`config.mk`:
```
export PLATFORM = sky130hd
export DESIGN_NAME = brl_top
export DESIGN_NICKNAME = d
export VERILOG_FILES = /design/src/hw/brl_pkg.sv /design/src/hw/brl_blink.sv /design/src/hw/brl_top.sv
export SDC_FILE = /design/constraint.sdc
export NUM_CORES = 1
export LEC_CHECK = 0
export ABC_AREA = 1
export BUFFER_PORTS_ARGS = -buffer_cell sky130_fd_sc_hd__buf_2
export CORE_ASPECT_RATIO = 0.7
export CORE_UTILIZATION = 49
export DETAILED_ROUTE_END_ITERATION = 6
export PLACE_DENSITY_LB_ADDON = 0.25
export SYNTH_ARGS = -nofsm -noshare
export SYNTH_HDL_FRONTEND = slang
export SYNTH_SLANG_ARGS = --single-unit
```
`constraint.sdc`:
```
create_clock -name clock -period 1.54 [get_ports clock]
set_clock_uncertainty 0.05 [all_clocks]
set_input_delay 0.077 -clock clock [delete_from_list [all_inputs] [get_ports clock]]
set_output_delay 0.077 -clock clock [all_outputs]
set_load 0.005 [all_outputs]
```
`src/hw/brl_pkg.sv`:
```
// Shared constants for the button reset and status indicator block.
package brl_pkg;
  localparam int unsigned CLOCK_HZ      = 250_000_000;
  localparam int unsigned TICK_HZ       = 1000;
  // Prescaler count for one slow tick (1 ms at the system rate).
  localparam int unsigned TICK_CYCLES   = CLOCK_HZ / TICK_HZ;
  localparam int unsigned WARN_TIME_S   = 9;
  localparam int unsigned RESTORE_TIME_S = 12;
  localparam int unsigned WARN_TICKS    = WARN_TIME_S * TICK_HZ;
  localparam int unsigned RESTORE_TICKS = RESTORE_TIME_S * TICK_HZ;
  // Blink half periods in ticks: fault warning slow, activity faster.
  localparam int unsigned WARN_HALF_TICKS = 100;
  localparam int unsigned ACT_HALF_TICKS  = 50;
  localparam int unsigned HOLD_W        = 16;
  localparam int unsigned BLINK_W       = 8;
  localparam int unsigned FAULT_W       = 8;
  // Cycles the restore and restart pulses stand.
  localparam int unsigned PULSE_CYCLES  = 1;
endpackage : brl_pkg

```
`src/hw/brl_blink.sv`:
```
// Square-wave blink generator advanced by the slow tick.
module brl_blink #(
  parameter int unsigned HALF_TICKS = 100
) (
  // Clock and reset
  input  wire logic clock,
  input  wire logic reset_n,
  // Timing
  input  wire logic tick,
  // Output phase
  output logic      phase
);
  logic [brl_pkg::BLINK_W-1:0] count;
  wire last = (count == brl_pkg::BLINK_W'(HALF_TICKS - 1));
  always_ff @(posedge clock) begin
    if (!reset_n) begin
      count <= '0;
      phase <= 1'b0;
    end else if (tick) begin
      count <= last ? '0 : count + 1'b1;
      if (last) phase <= ~phase;
    end
  end
endmodule // brl_blink

```
`src/hw/brl_top.sv`:
```
// Reset button supervision and front panel indicator drive.
module brl_top #(
  parameter int unsigned COPPER_PORTS  = 13,
  parameter int unsigned FIBRE_PORTS   = 3,
  parameter int unsigned TICK_CYCLES   = brl_pkg::TICK_CYCLES,
  parameter int unsigned WARN_TICKS    = brl_pkg::WARN_TICKS,
  parameter int unsigned RESTORE_TICKS = brl_pkg::RESTORE_TICKS
) (
  // Clock and reset
  input  wire logic                          clock,
  input  wire logic                          reset_n,
  // Push button pin, active low, asynchronous
  input  wire logic                          button_n,
  // Settings from management software
  input  wire logic                          button_enable,
  input  wire logic [brl_pkg::FAULT_W-1:0]   fault_select,
  // Internal status
  input  wire logic                          powered,
  input  wire logic                          undervoltage,
  input  wire logic [brl_pkg::FAULT_W-1:0]   fault_events,
  input  wire logic [COPPER_PORTS-1:0]       copper_link,
  input  wire logic [COPPER_PORTS-1:0]       copper_rx,
  input  wire logic [FIBRE_PORTS-1:0]        fibre_link,
  input  wire logic [FIBRE_PORTS-1:0]        fibre_rx,
  // System requests
  output logic                               restore_defaults,
  output logic                               restart,
  // Indicators
  output logic                               fault_green,
  output logic                               fault_red,
  output logic [COPPER_PORTS-1:0]            copper_link_led,
  output logic [COPPER_PORTS-1:0]            copper_rx_led,
  output logic [FIBRE_PORTS-1:0]             fibre_led
);
  typedef enum logic [2:0] {
    ST_IDLE, ST_HOLD, ST_WARN, ST_ARMED, ST_RESTORE, ST_RESTART
  } brl_state_t;

  brl_state_t state;
  brl_state_t next_state;

  // Button synchroniser; only the second stage is read.
  logic btn_meta;
  logic btn_sync;
  always_ff @(posedge clock) begin
    if (!reset_n) begin
      btn_meta <= 1'b1;
      btn_sync <= 1'b1;
    end else begin
      btn_meta <= button_n;
      btn_sync <= btn_meta;
    end
  end
  wire pressed = ~btn_sync;

  // Slow tick prescaler.
  localparam int unsigned PRE_W = $clog2(TICK_CYCLES + 1);
  logic [PRE_W-1:0] pre;
  wire tick = (pre == PRE_W'(TICK_CYCLES - 1));
  always_ff @(posedge clock) begin
    if (!reset_n) pre <= '0;
    else pre <= tick ? '0 : pre + 1'b1;
  end

  logic warn_phase;
  logic act_phase;
  brl_blink #(.HALF_TICKS(brl_pkg::WARN_HALF_TICKS)) u_warn_blink (
    .clock   (clock),
    .reset_n (reset_n),
    .tick    (tick),
    .phase   (warn_phase)
  );
  brl_blink #(.HALF_TICKS(brl_pkg::ACT_HALF_TICKS)) u_act_blink (
    .clock   (clock),
    .reset_n (reset_n),
    .tick    (tick),
    .phase   (act_phase)
  );

  // Hold time counter, counts ticks while the button is down in the hold and warning states.
  logic [brl_pkg::HOLD_W-1:0] held;
  wire reach_warn    = (held >= brl_pkg::HOLD_W'(WARN_TICKS));
  wire reach_restore = (held >= brl_pkg::HOLD_W'(RESTORE_TICKS));
  wire counting = (state == ST_HOLD) || (state == ST_WARN);
  always_ff @(posedge clock) begin
    if (!reset_n) held <= '0;
    else if (!counting) held <= '0;
    else if (tick && !reach_restore) held <= held + 1'b1;
  end

  always_comb begin
    next_state = state;
    case (state)
      ST_IDLE: begin
        if (pressed && button_enable) next_state = ST_HOLD;
      end
      ST_HOLD: begin
        if (!button_enable || !pressed) next_state = ST_IDLE;
        else if (reach_warn) next_state = ST_WARN;
      end
      ST_WARN: begin
        if (!button_enable || !pressed) next_state = ST_IDLE;
        else if (reach_restore) next_state = ST_ARMED;
      end
      ST_ARMED: begin
        if (!button_enable) next_state = ST_IDLE;
        else if (!pressed) next_state = ST_RESTORE;
      end
      ST_RESTORE: next_state = ST_RESTART;
      ST_RESTART: next_state = ST_IDLE;
      default: next_state = ST_IDLE;
    endcase
  end

  always_ff @(posedge clock) begin
    if (!reset_n) state <= ST_IDLE;
    else state <= next_state;
  end

  // Fault detection with software selection.
  wire problem = undervoltage | |(fault_events & fault_select);
  wire warning = (state == ST_WARN);
  wire next_red   = powered & (warning ? warn_phase : problem);
  wire next_green = powered & ~warning & ~problem;

  wire [COPPER_PORTS-1:0] next_cu_link = copper_link;
  wire [COPPER_PORTS-1:0] next_cu_rx =
    copper_rx & {COPPER_PORTS{act_phase}};
  wire [FIBRE_PORTS-1:0] next_fibre = fibre_link & fibre_rx;

  always_ff @(posedge clock) begin
    if (!reset_n) begin
      restore_defaults <= 1'b0;
      restart          <= 1'b0;
      fault_green      <= 1'b0;
      fault_red        <= 1'b0;
      copper_link_led  <= '0;
      copper_rx_led    <= '0;
      fibre_led        <= '0;
    end else begin
      restore_defaults <= (next_state == ST_RESTORE);
      restart          <= (next_state == ST_RESTART);
      fault_green      <= next_green;
      fault_red        <= next_red;
      copper_link_led  <= next_cu_link;
      copper_rx_led    <= next_cu_rx;
      fibre_led        <= next_fibre;
    end
  end
endmodule // brl_top

```
# Word level (Yosys, flattened, before mapping)
# Cells that the tools add are included.
# word_totals
register_bits	90
output_inout_bits	33
wordCells	67
# classes
n_addsub	4
order_cmp	2
eq_ne	9
n_mux	11
bitwise	13
n_reduce_logical	12
# op_table
op	count
greater-or-equal comparator 16 x 14 -> 1 bit, second input constant	2
2-to-1 mux 3 bit	7
adder 18 x 1 -> 18 bit, second input constant	1
== test 18 bit, second input constant	1
adder 16 x 1 -> 16 bit, second input constant	1
adder 8 x 1 -> 8 bit, second input constant	2
2-to-1 mux 8 bit	2
case mux 3 bit (5 select lines)	1
AND 13 bit	1
== test 3 bit, second input constant	3
AND 8 bit	1
== test 8 x 6 -> 1 bit, second input constant	1
== test 8 x 7 -> 1 bit, second input constant	1
OR reduction 8 bit	1
== test 3 x 2 -> 1 bit, second input constant	2
inverter 1 bit	6
AND reduction 2 bit	3
AND 1 bit	3
AND 3 bit	1
== test 3 x 1 -> 1 bit, second input constant	1
logical NOT 3 bit	1
logical AND 1 bit	2
logical NOT 1 bit	2
logical OR 1 bit	2
other kinds (3)	3

# Depth between registers and ports, before layout
# Gate-level depths: netlist of run 1.
# logic_depth
word_depth	5
mapped_depth	11
depth_no_buf	10

# By module
# From an unflattened synthesis of run 1, not the netlist that was laid out.
# unflattened
cells_unflattened	545
area_unflattened_um2	4096.4
# modules_own_cells
module	n_inst	cells_per_inst	area_per_inst_um2	seq_area_each_um2
brl_top	1	420	3198.1	1441.4
brl_blink (u_act_blink)	1	65	460.4	180.2
brl_blink (u_warn_blink)	1	60	437.9	180.2

# Least setup slack after synthesis of run 1
# OpenSTA, ideal clock, no wires.
# synth_path
path_type	reg2reg
start	register pre[0]
end	register held[6] (netlist name)
setup_ns	0.132
arrival_ns	1.400
path_slack_ns	-0.043
stages_incl_launch_ff	12
path_cell_list	dfxtp_1 -> ha_1 -> nand2_1 -> clkinv_1 -> nand2_2 -> nor2_4 -> nand3b_4 -> nor2_4 -> inv_2 -> buf_6 -> nand2_1 -> a21oi_2
# synth_via
elab_chain_len	2
# synth_rtl
element	line	source
start, declared	brl_top.sv:58	logic [PRE_W-1:0] pre;
start signal, assigned	brl_top.sv:62	else pre <= tick ? '0 : pre + 1'b1;
== test 18 bit	brl_top.sv:59	wire tick = (pre == PRE_W'(TICK_CYCLES - 1));
logical AND 1 bit	brl_top.sv:88	else if (tick && !reach_restore) held <= held + 1'b1;
end signal, assigned	brl_top.sv:88	
end, declared	brl_top.sv:81	logic [brl_pkg::HOLD_W-1:0] held;
# Every way passes these cells.
# A chain may end at the register's enable or synchronous reset.

# Worst setup path after layout of run 1
# layout_path
start	register pre[1]
end	register held[8] (netlist name)
# Same word-level chain as after synthesis.

==> qor.yml, run 1 <==
synthesis:
  synth.avg_cell_area_sq_um: 7.26
  ys.flop_type: "dfxtp_1"
  syn-instance-count: 555
  synth-async-reset-ratio_pct: 0
  synth_fp_nets: 615
  synth_seq_area_share_pct: 44.7
  ys_warn_count: 0
  synth_seq_cells: 90
  synthesis.area_sq_um: 4030
  synth_cell_types: 32
  synth-edff-count: 0
setup_path:
  critPathCaptureType: "register"
  regToRegSetupSlack_ns: -0.05
  cp.required_ns: 1.78
  crit_chain: "ha_4 > nand2_4 > clkinv_4 > nand2_4 > nor2_4 > nand3b_4 > nor2_4 > buf_6 > nand2_1 > a21oi_2"
  critPathLaunchType: "register"
  cp_top_family: "simple AND/OR/NAND/NOR gates"
  ff2ff_path_depth: 10
  crit_path_max_incr_delay_ns: 0.36
  rr_endpoint: "held[8]"
  path_max_fanout: 7
  crit_buf_inv: 2
  worstPathArrival_ns: 1.83
  timing_worst_setup_path_type: "register to register"
  crit_slowest_cell: "dfxtp_2"
  r2r_start: "pre[1]"
grt:
  antenna_found_initial: 0
  grt_pass1_wl_microns: 17000
  track_usage_pct: 25.5
  first_global_vias: 3828
  grt_max_degree: 19
  grt-ovfl-total: 0
timing:
  final_hold_viol_count: 0
  finalSetupViolCount: 20
  drv_slew: 0
  fin_crit_ns: 1.59
  slew_headroom_pct: 72.0
  worst_slack_ns: -0.0539
  period_share_pct: 103
  fin_setup_tns_ns: -0.716
  worst_hold_slack_ns: 0.0133
  max_freq_mhz: 627
  rsz0062_at_grt: "yes"
  worst_pin_slew_ns: 0.419
final_layout:
  drive_gt1_share_pct: 28.3
  fill_cells: 557
  fin_area_sq_um: 5850
  final_util_pct: 74.0
  finalNetCount: 791
  syn_to_final_growth_pct: 45.2
  ff_latch_area_sq_um: 1810
  multi_input_area_sq_um: 2050
  layout.cells.non_filler: 837
  insertedDiodeCount: 0
cts:
  clock_latency_ns: 0.35
  clock_path_buffers: 2
  cts_tree: "done"
  clkTransAtPathRegs_ns: 0.07
  cts_sinks: 90
  htree_levels: 3
  cts_root_buffer: "clkbuf_16"
  cts_made_buffers: 9
drt:
  num_vias: 4161
  wl_per_cell_microns: 13.2
  detail-route-antenna-nets: 0
  routed_wirelength_microns: 11100
  drtPass1Iterations: 4
  drcViolationCount: 0
  viasPerCell: 4.97
  initialDrtViolationCount: 218
die:
  die-height_microns: 77.9
  pin_count: 87
  die_x_microns: 110
  die_area_sq_um: 8590
  num_rows: 27
  start_util_pct: 51.0
  core_area_sq_um: 7910
pwr:
  power-per-cell-area_nw_per_um2: 850
  leakage_nw: 2.68
  peakVddDrop_mv: 0.758
placement:
  port_buffers: 86
  dpl_cell_area_sq_um: 4810
  gp_congestion: 0.895
  dp.cells: 768
  dp_hpwl_microns: 6400
worst_hold_path:
  hp-start: "fault_select[4]"
  hp-class: "input pin to register"
  hold_depth: 4
  hold_path_end: "fault_green"
flow_run:
  maxCapViolCount: 0
status:
  status: "complete, but fails checks"
  violations: "setup timing"
## stage by stage
stage	power [mW]	setup slack, ns
final	4.97	-0.0539
after global routing	5.14	-0.147
after CTS	4.98	-0.0330
after detailed placement	2.62	-0.109
after global placement	2.61	-0.0124
after floorplan	2.50	0.0130
## repair_timing
action	4_1_cts	5_1_grt
buffers inserted	2	6
gates resized for setup	13	39
hold buffers	42	0
setup endpoints to repair	29	50
pin swaps	6	18
endpoints found under the hold margin	33	0
cloned	0	4
## cell families (layout without fill, tap and decap cells)
group | count (synthesis) | after routing | synth area share, %
and+or+nand+nor | 303 | 305 | 33.3
DFF | 90 | 90 | 44.7
buffers and inverters | 86 | 265 | 8.88
AOI/OAI and AO/OA | 47 | 47 | 6.21
xor gates and xnor gates | 23 | 23 | 5.00
adders and majority gates | 6 | 6 | 1.86
## worst register-to-register path: cells and delay by family, from the launching register on
kind / cells / cell delay (ns)
and+or+nand+nor: 6 / 0.65
buffers and inverters: 2 / 0.23
DFF: 1 / 0.36
AOI/OAI and AO/OA: 1 / 0.10
adders and majority gates: 1 / 0.15
## worst max path at each step
stage	start	slack [ns]	endpoint	cells after the start
after floorplan	pre[0]	0.01	held[6]	11
final	pre[1]	-0.05	held[8]	10
after global routing	pre[1]	-0.15	held[1]	10
after detailed placement	pre[1]	-0.11	pre[16]	11
after global placement	pre[1]	-0.01	pre[16]	11
after CTS	pre[0]	-0.03	pre[16]	11
## layout make-up
class,instances,share of cell area (%)
Multi-Input combinational cell,381,35.1
Clock inverter,7,1.41
Tap cell,101,2.16
Clock buffer,9,3.85
Timing Repair Buffer,175,21.6
Sequential cell,90,30.9
Inverter,74,5.09
## placed cells by master (no fill, tap or decap), types with 5 or more instances in the layout
master	count
nand2_1	130
dfxtp_1	87
buf_2	86
nor2_1	73
inv_1	66
dlygate4sd3_1	42
buf_4	40
nand3_1	28
a21oi_1	27
nor3_1	19
xor2_1	16
nand4_1	11
a21oi_2	11
clkbuf_16	10
nand2_2	9
xnor2_1	6
or2_2	5
o21ai_0	5
nand3b_1	5
ha_1	5
## cell usage after synthesis, types with 2 or more instances
master,n,area share [%]
nand3_1,29,3.6
nand2_2,3,0.47
inv_1,67,6.2
nand4_1,11,1.7
nand3b_1,5,0.93
o21ai_0,6,0.75
inv_2,4,0.37
dfxtp_1,90,45
xnor2_1,6,1.3
ha_1,6,1.9
buf_4,3,0.56
a21oi_2,2,0.43
or2_2,5,0.78
nor2_1,73,6.8
clkbuf_1,5,0.47
nor3_1,23,2.9
nand2_1,139,13
xor2_1,17,3.7
nor2_4,2,0.56
clkinv_1,3,0.28
a21oi_1,36,4.5
nor2_2,6,0.93
buf_6,3,0.84
nor3b_1,3,0.56
## sequential cells by signal (all words and copies together), names as in the netlist
| name | flops |
|---|---|
| pre | 18 |
| held | 16 |
| copper_link_led | 13 |
| copper_rx_led | 13 |
| u_act_blink.count | 8 |
| u_warn_blink.count | 8 |
| fibre_led | 3 |
| state | 3 |
| btn_meta | 1 |
| btn_sync | 1 |
| fault_green | 1 |
| fault_red | 1 |
| restart | 1 |
| restore_defaults | 1 |
| u_act_blink.phase | 1 |
| u_warn_blink.phase | 1 |
## routing by layer
| layer | up-vias | GRT usage, % | part of all wire [%] |
|---|---|---|---|
| li1 | 2095 | - | - |
| met1 | 1899 | 31.6 | 43 |
| met2 | 139 | 43.2 | 48 |
| met3 | 28 | 5.97 | 5.9 |
| met4 | 0 | 8.16 | 2.1 |
| met5 | - | 0 | 0 |
## report_power, final
part,internal (mW),switching [mW]
Sequential,2.36,0.0137
Clock,1.29,1.00
Combinational,0.179,0.127
(Power assumes the default switching activity.)
==> inputs of run 2 (changes only) <==
==> constraint.sdc (replaced) <==
create_clock -name clock -period 1.54 [get_ports clock]
set_clock_uncertainty 0.05 [all_clocks]
set_input_delay 0 -clock clock [delete_from_list [all_inputs] [get_ports clock]]
set_output_delay 0 -clock clock [all_outputs]
set_load 0.005 [all_outputs]
==> run 2 against run 1 <==
The run ends with hold timing, setup timing left. Worst setup slack improved by 0.021 ns. Hold slack got worse by 0.017 ns. Wire length fell by 4.1%.
==> qor.yml, run 2 (synthesized netlist as in run 1, its figures left out) <==
status:
  status: "complete, but fails checks"
  violations: "hold timing, setup timing"
placement:
  dp_hpwl_microns: 6340
  port_buffers: 86
  pre_cts_ws_ns: -0.0724
  gp_congestion: 0.908
  dpl_cell_area_sq_um: 4800
  dp.cells: 767
pwr:
  combPwrFrac_pct: 6.3
  power.internal_mw: 3.83
  p_switching_mw: 1.10
  peakVddDrop_mv: 0.986
  power-per-cell-area_nw_per_um2: 847
  p_seq_share_pct: 48.1
  switching_share_pct: 22.4
  leakage_nw: 2.65
  pwr-share-clk_pct: 45.6
final_layout:
  multi_input_area_sq_um: 2030
  syn_to_final_growth_pct: 44.6
  ff_latch_area_sq_um: 1820
  regMostFlops: "pre"
  fill_cells: 548
  drive_gt1_share_pct: 28.8
  layout.cells.non_filler: 838
  final_common_cell: "nand2_1"
  finalNetCount: 792
  final_cell_mix: "nand2_1, buf_2, dfxtp_1"
  insertedDiodeCount: 0
  top_regs: "pre (18), held (16)"
  largest_register_ffs: 18
  fin_area_sq_um: 5820
worst_hold_path:
  hp-class: "input pin to register"
  hold_depth: 6
drt:
  viasPerCell: 4.93
  routed_wirelength_microns: 10600
  wl_per_cell_microns: 12.7
  drtPass1Iterations: 5
  initialDrtViolationCount: 162
  detail-route-antenna-nets: 0
  num_vias: 4133
  drcViolationCount: 0
timing:
  finalSetupViolCount: 7
  drv_slew: 0
  worst_slack_ns: -0.0327
  fin_crit_ns: 1.57
  worst_pin_slew_ns: 0.454
  final_hold_viol_count: 1
  slew_headroom_pct: 69.7
  max_freq_mhz: 636
  period_share_pct: 102
  worst_hold_slack_ns: -0.00352
  fin_setup_tns_ns: -0.107
  rsz0062_at_grt: "yes"
setup_path:
  timing_worst_setup_path_type: "register to register"
  critPathCaptureType: "register"
  worstPathArrival_ns: 1.76
  path_max_fanout: 4
  cp.required_ns: 1.72
  critPathLaunchType: "register"
  ff2ff_path_depth: 11
die:
  die-height_microns: 77.9
  die_x_microns: 110
  num_rows: 27
  core_area_sq_um: 7910
  start_util_pct: 51.0
  pin_count: 87
  die_area_sq_um: 8590
cts:
  htree_levels: 3
  cts_sinks: 90
  cts_made_buffers: 9
  cts_root_buffer: "clkbuf_16"
  cts_tree: "done"
  clock_path_buffers: 2
  clock_latency_ns: 0.34
  clkTransAtPathRegs_ns: 0.07
grt:
  grt_max_degree: 19
  first_global_vias: 3873
  track_usage_pct: 25.1
  grt_pass1_wl_microns: 16800
  grt-ovfl-total: 0
  antenna_found_initial: 0
flow_run:
  maxCapViolCount: 0
run 2: power groups by stage:
stage                     Sequential [mW]  Clock, mW  Combinational, mW
after floorplan                      2.43          0             0.0718
after global placement               2.42          0              0.187
after detailed placement             2.42          0              0.192
after CTS                            2.37       2.28              0.296
after global routing                 2.37       2.38              0.341
final                                2.37       2.25              0.308
run 2: cell type report:
type | instances | share of cell area (%)
flip-flops and latches | 90 | 31.2
multi-input cells | 380 | 34.8
repair inverters | 1 | 0.0644
repair buffers | 176 | 21.6
inverters | 74 | 4.94
well taps | 101 | 2.17
clock buffers | 9 | 3.87
clock inverters | 7 | 1.37
run 2: final timing paths:
path	from	to	slack, ns
max	pre[1]	pre[16]	-0.03
min	fault_events[3]	fault_green	-0.004
max reg2reg	pre[1]	pre[16]	-0.03
min reg2reg	btn_meta	btn_sync	0.36
run 2: critical path: stages, from the launching register on:
cell and delay, ns:
dfxtp_2 0.35, ha_4 0.15, nand2_4 0.05, clkinv_4 0.06, nand2_4 0.05, buf_4 0.14
nor2_4 0.12, nand2_4 0.08, nor2_4 0.10, nand2_1 0.08, xor2_1 0.16, nor2_1 0.06
run 2: what timing repair did:
| item | in CTS | in global routing |
|---|---|---|
| endpoints found under the hold margin | 34 | 0 |
| pin swaps | 3 | 10 |
| setup endpoints to repair | 20 | 37 |
| hold buffers | 51 | 0 |
| resized for setup | 24 | 30 |
| buffers inserted | 2 | 2 |
| cloned | 1 | 1 |
run 2: per-layer routing:
| layer | track usage (%) | wire length (microns) |
|---|---|---|
| met1 | 31.1 | 4670 |
| met2 | 42.7 | 5140 |
| met3 | 6.97 | 682 |
| met4 | 6.18 | 140 |
| met5 | 0 | 0 |
run 2: stage by stage:
| stage | total power [mW] | hold WS [ns] | util [%] |
|---|---|---|---|
| floorplan | 2.50 | 0.0476 | - |
| global placement | 2.61 | 0.130 | 60.7 |
| detailed placement | 2.62 | 0.135 | 60.7 |
| CTS | 4.95 | 0.0000108 | 72.5 |
| global route | 5.10 | 0.0260 | 73.7 |
| finish | 4.93 | -0.00352 | 73.7 |
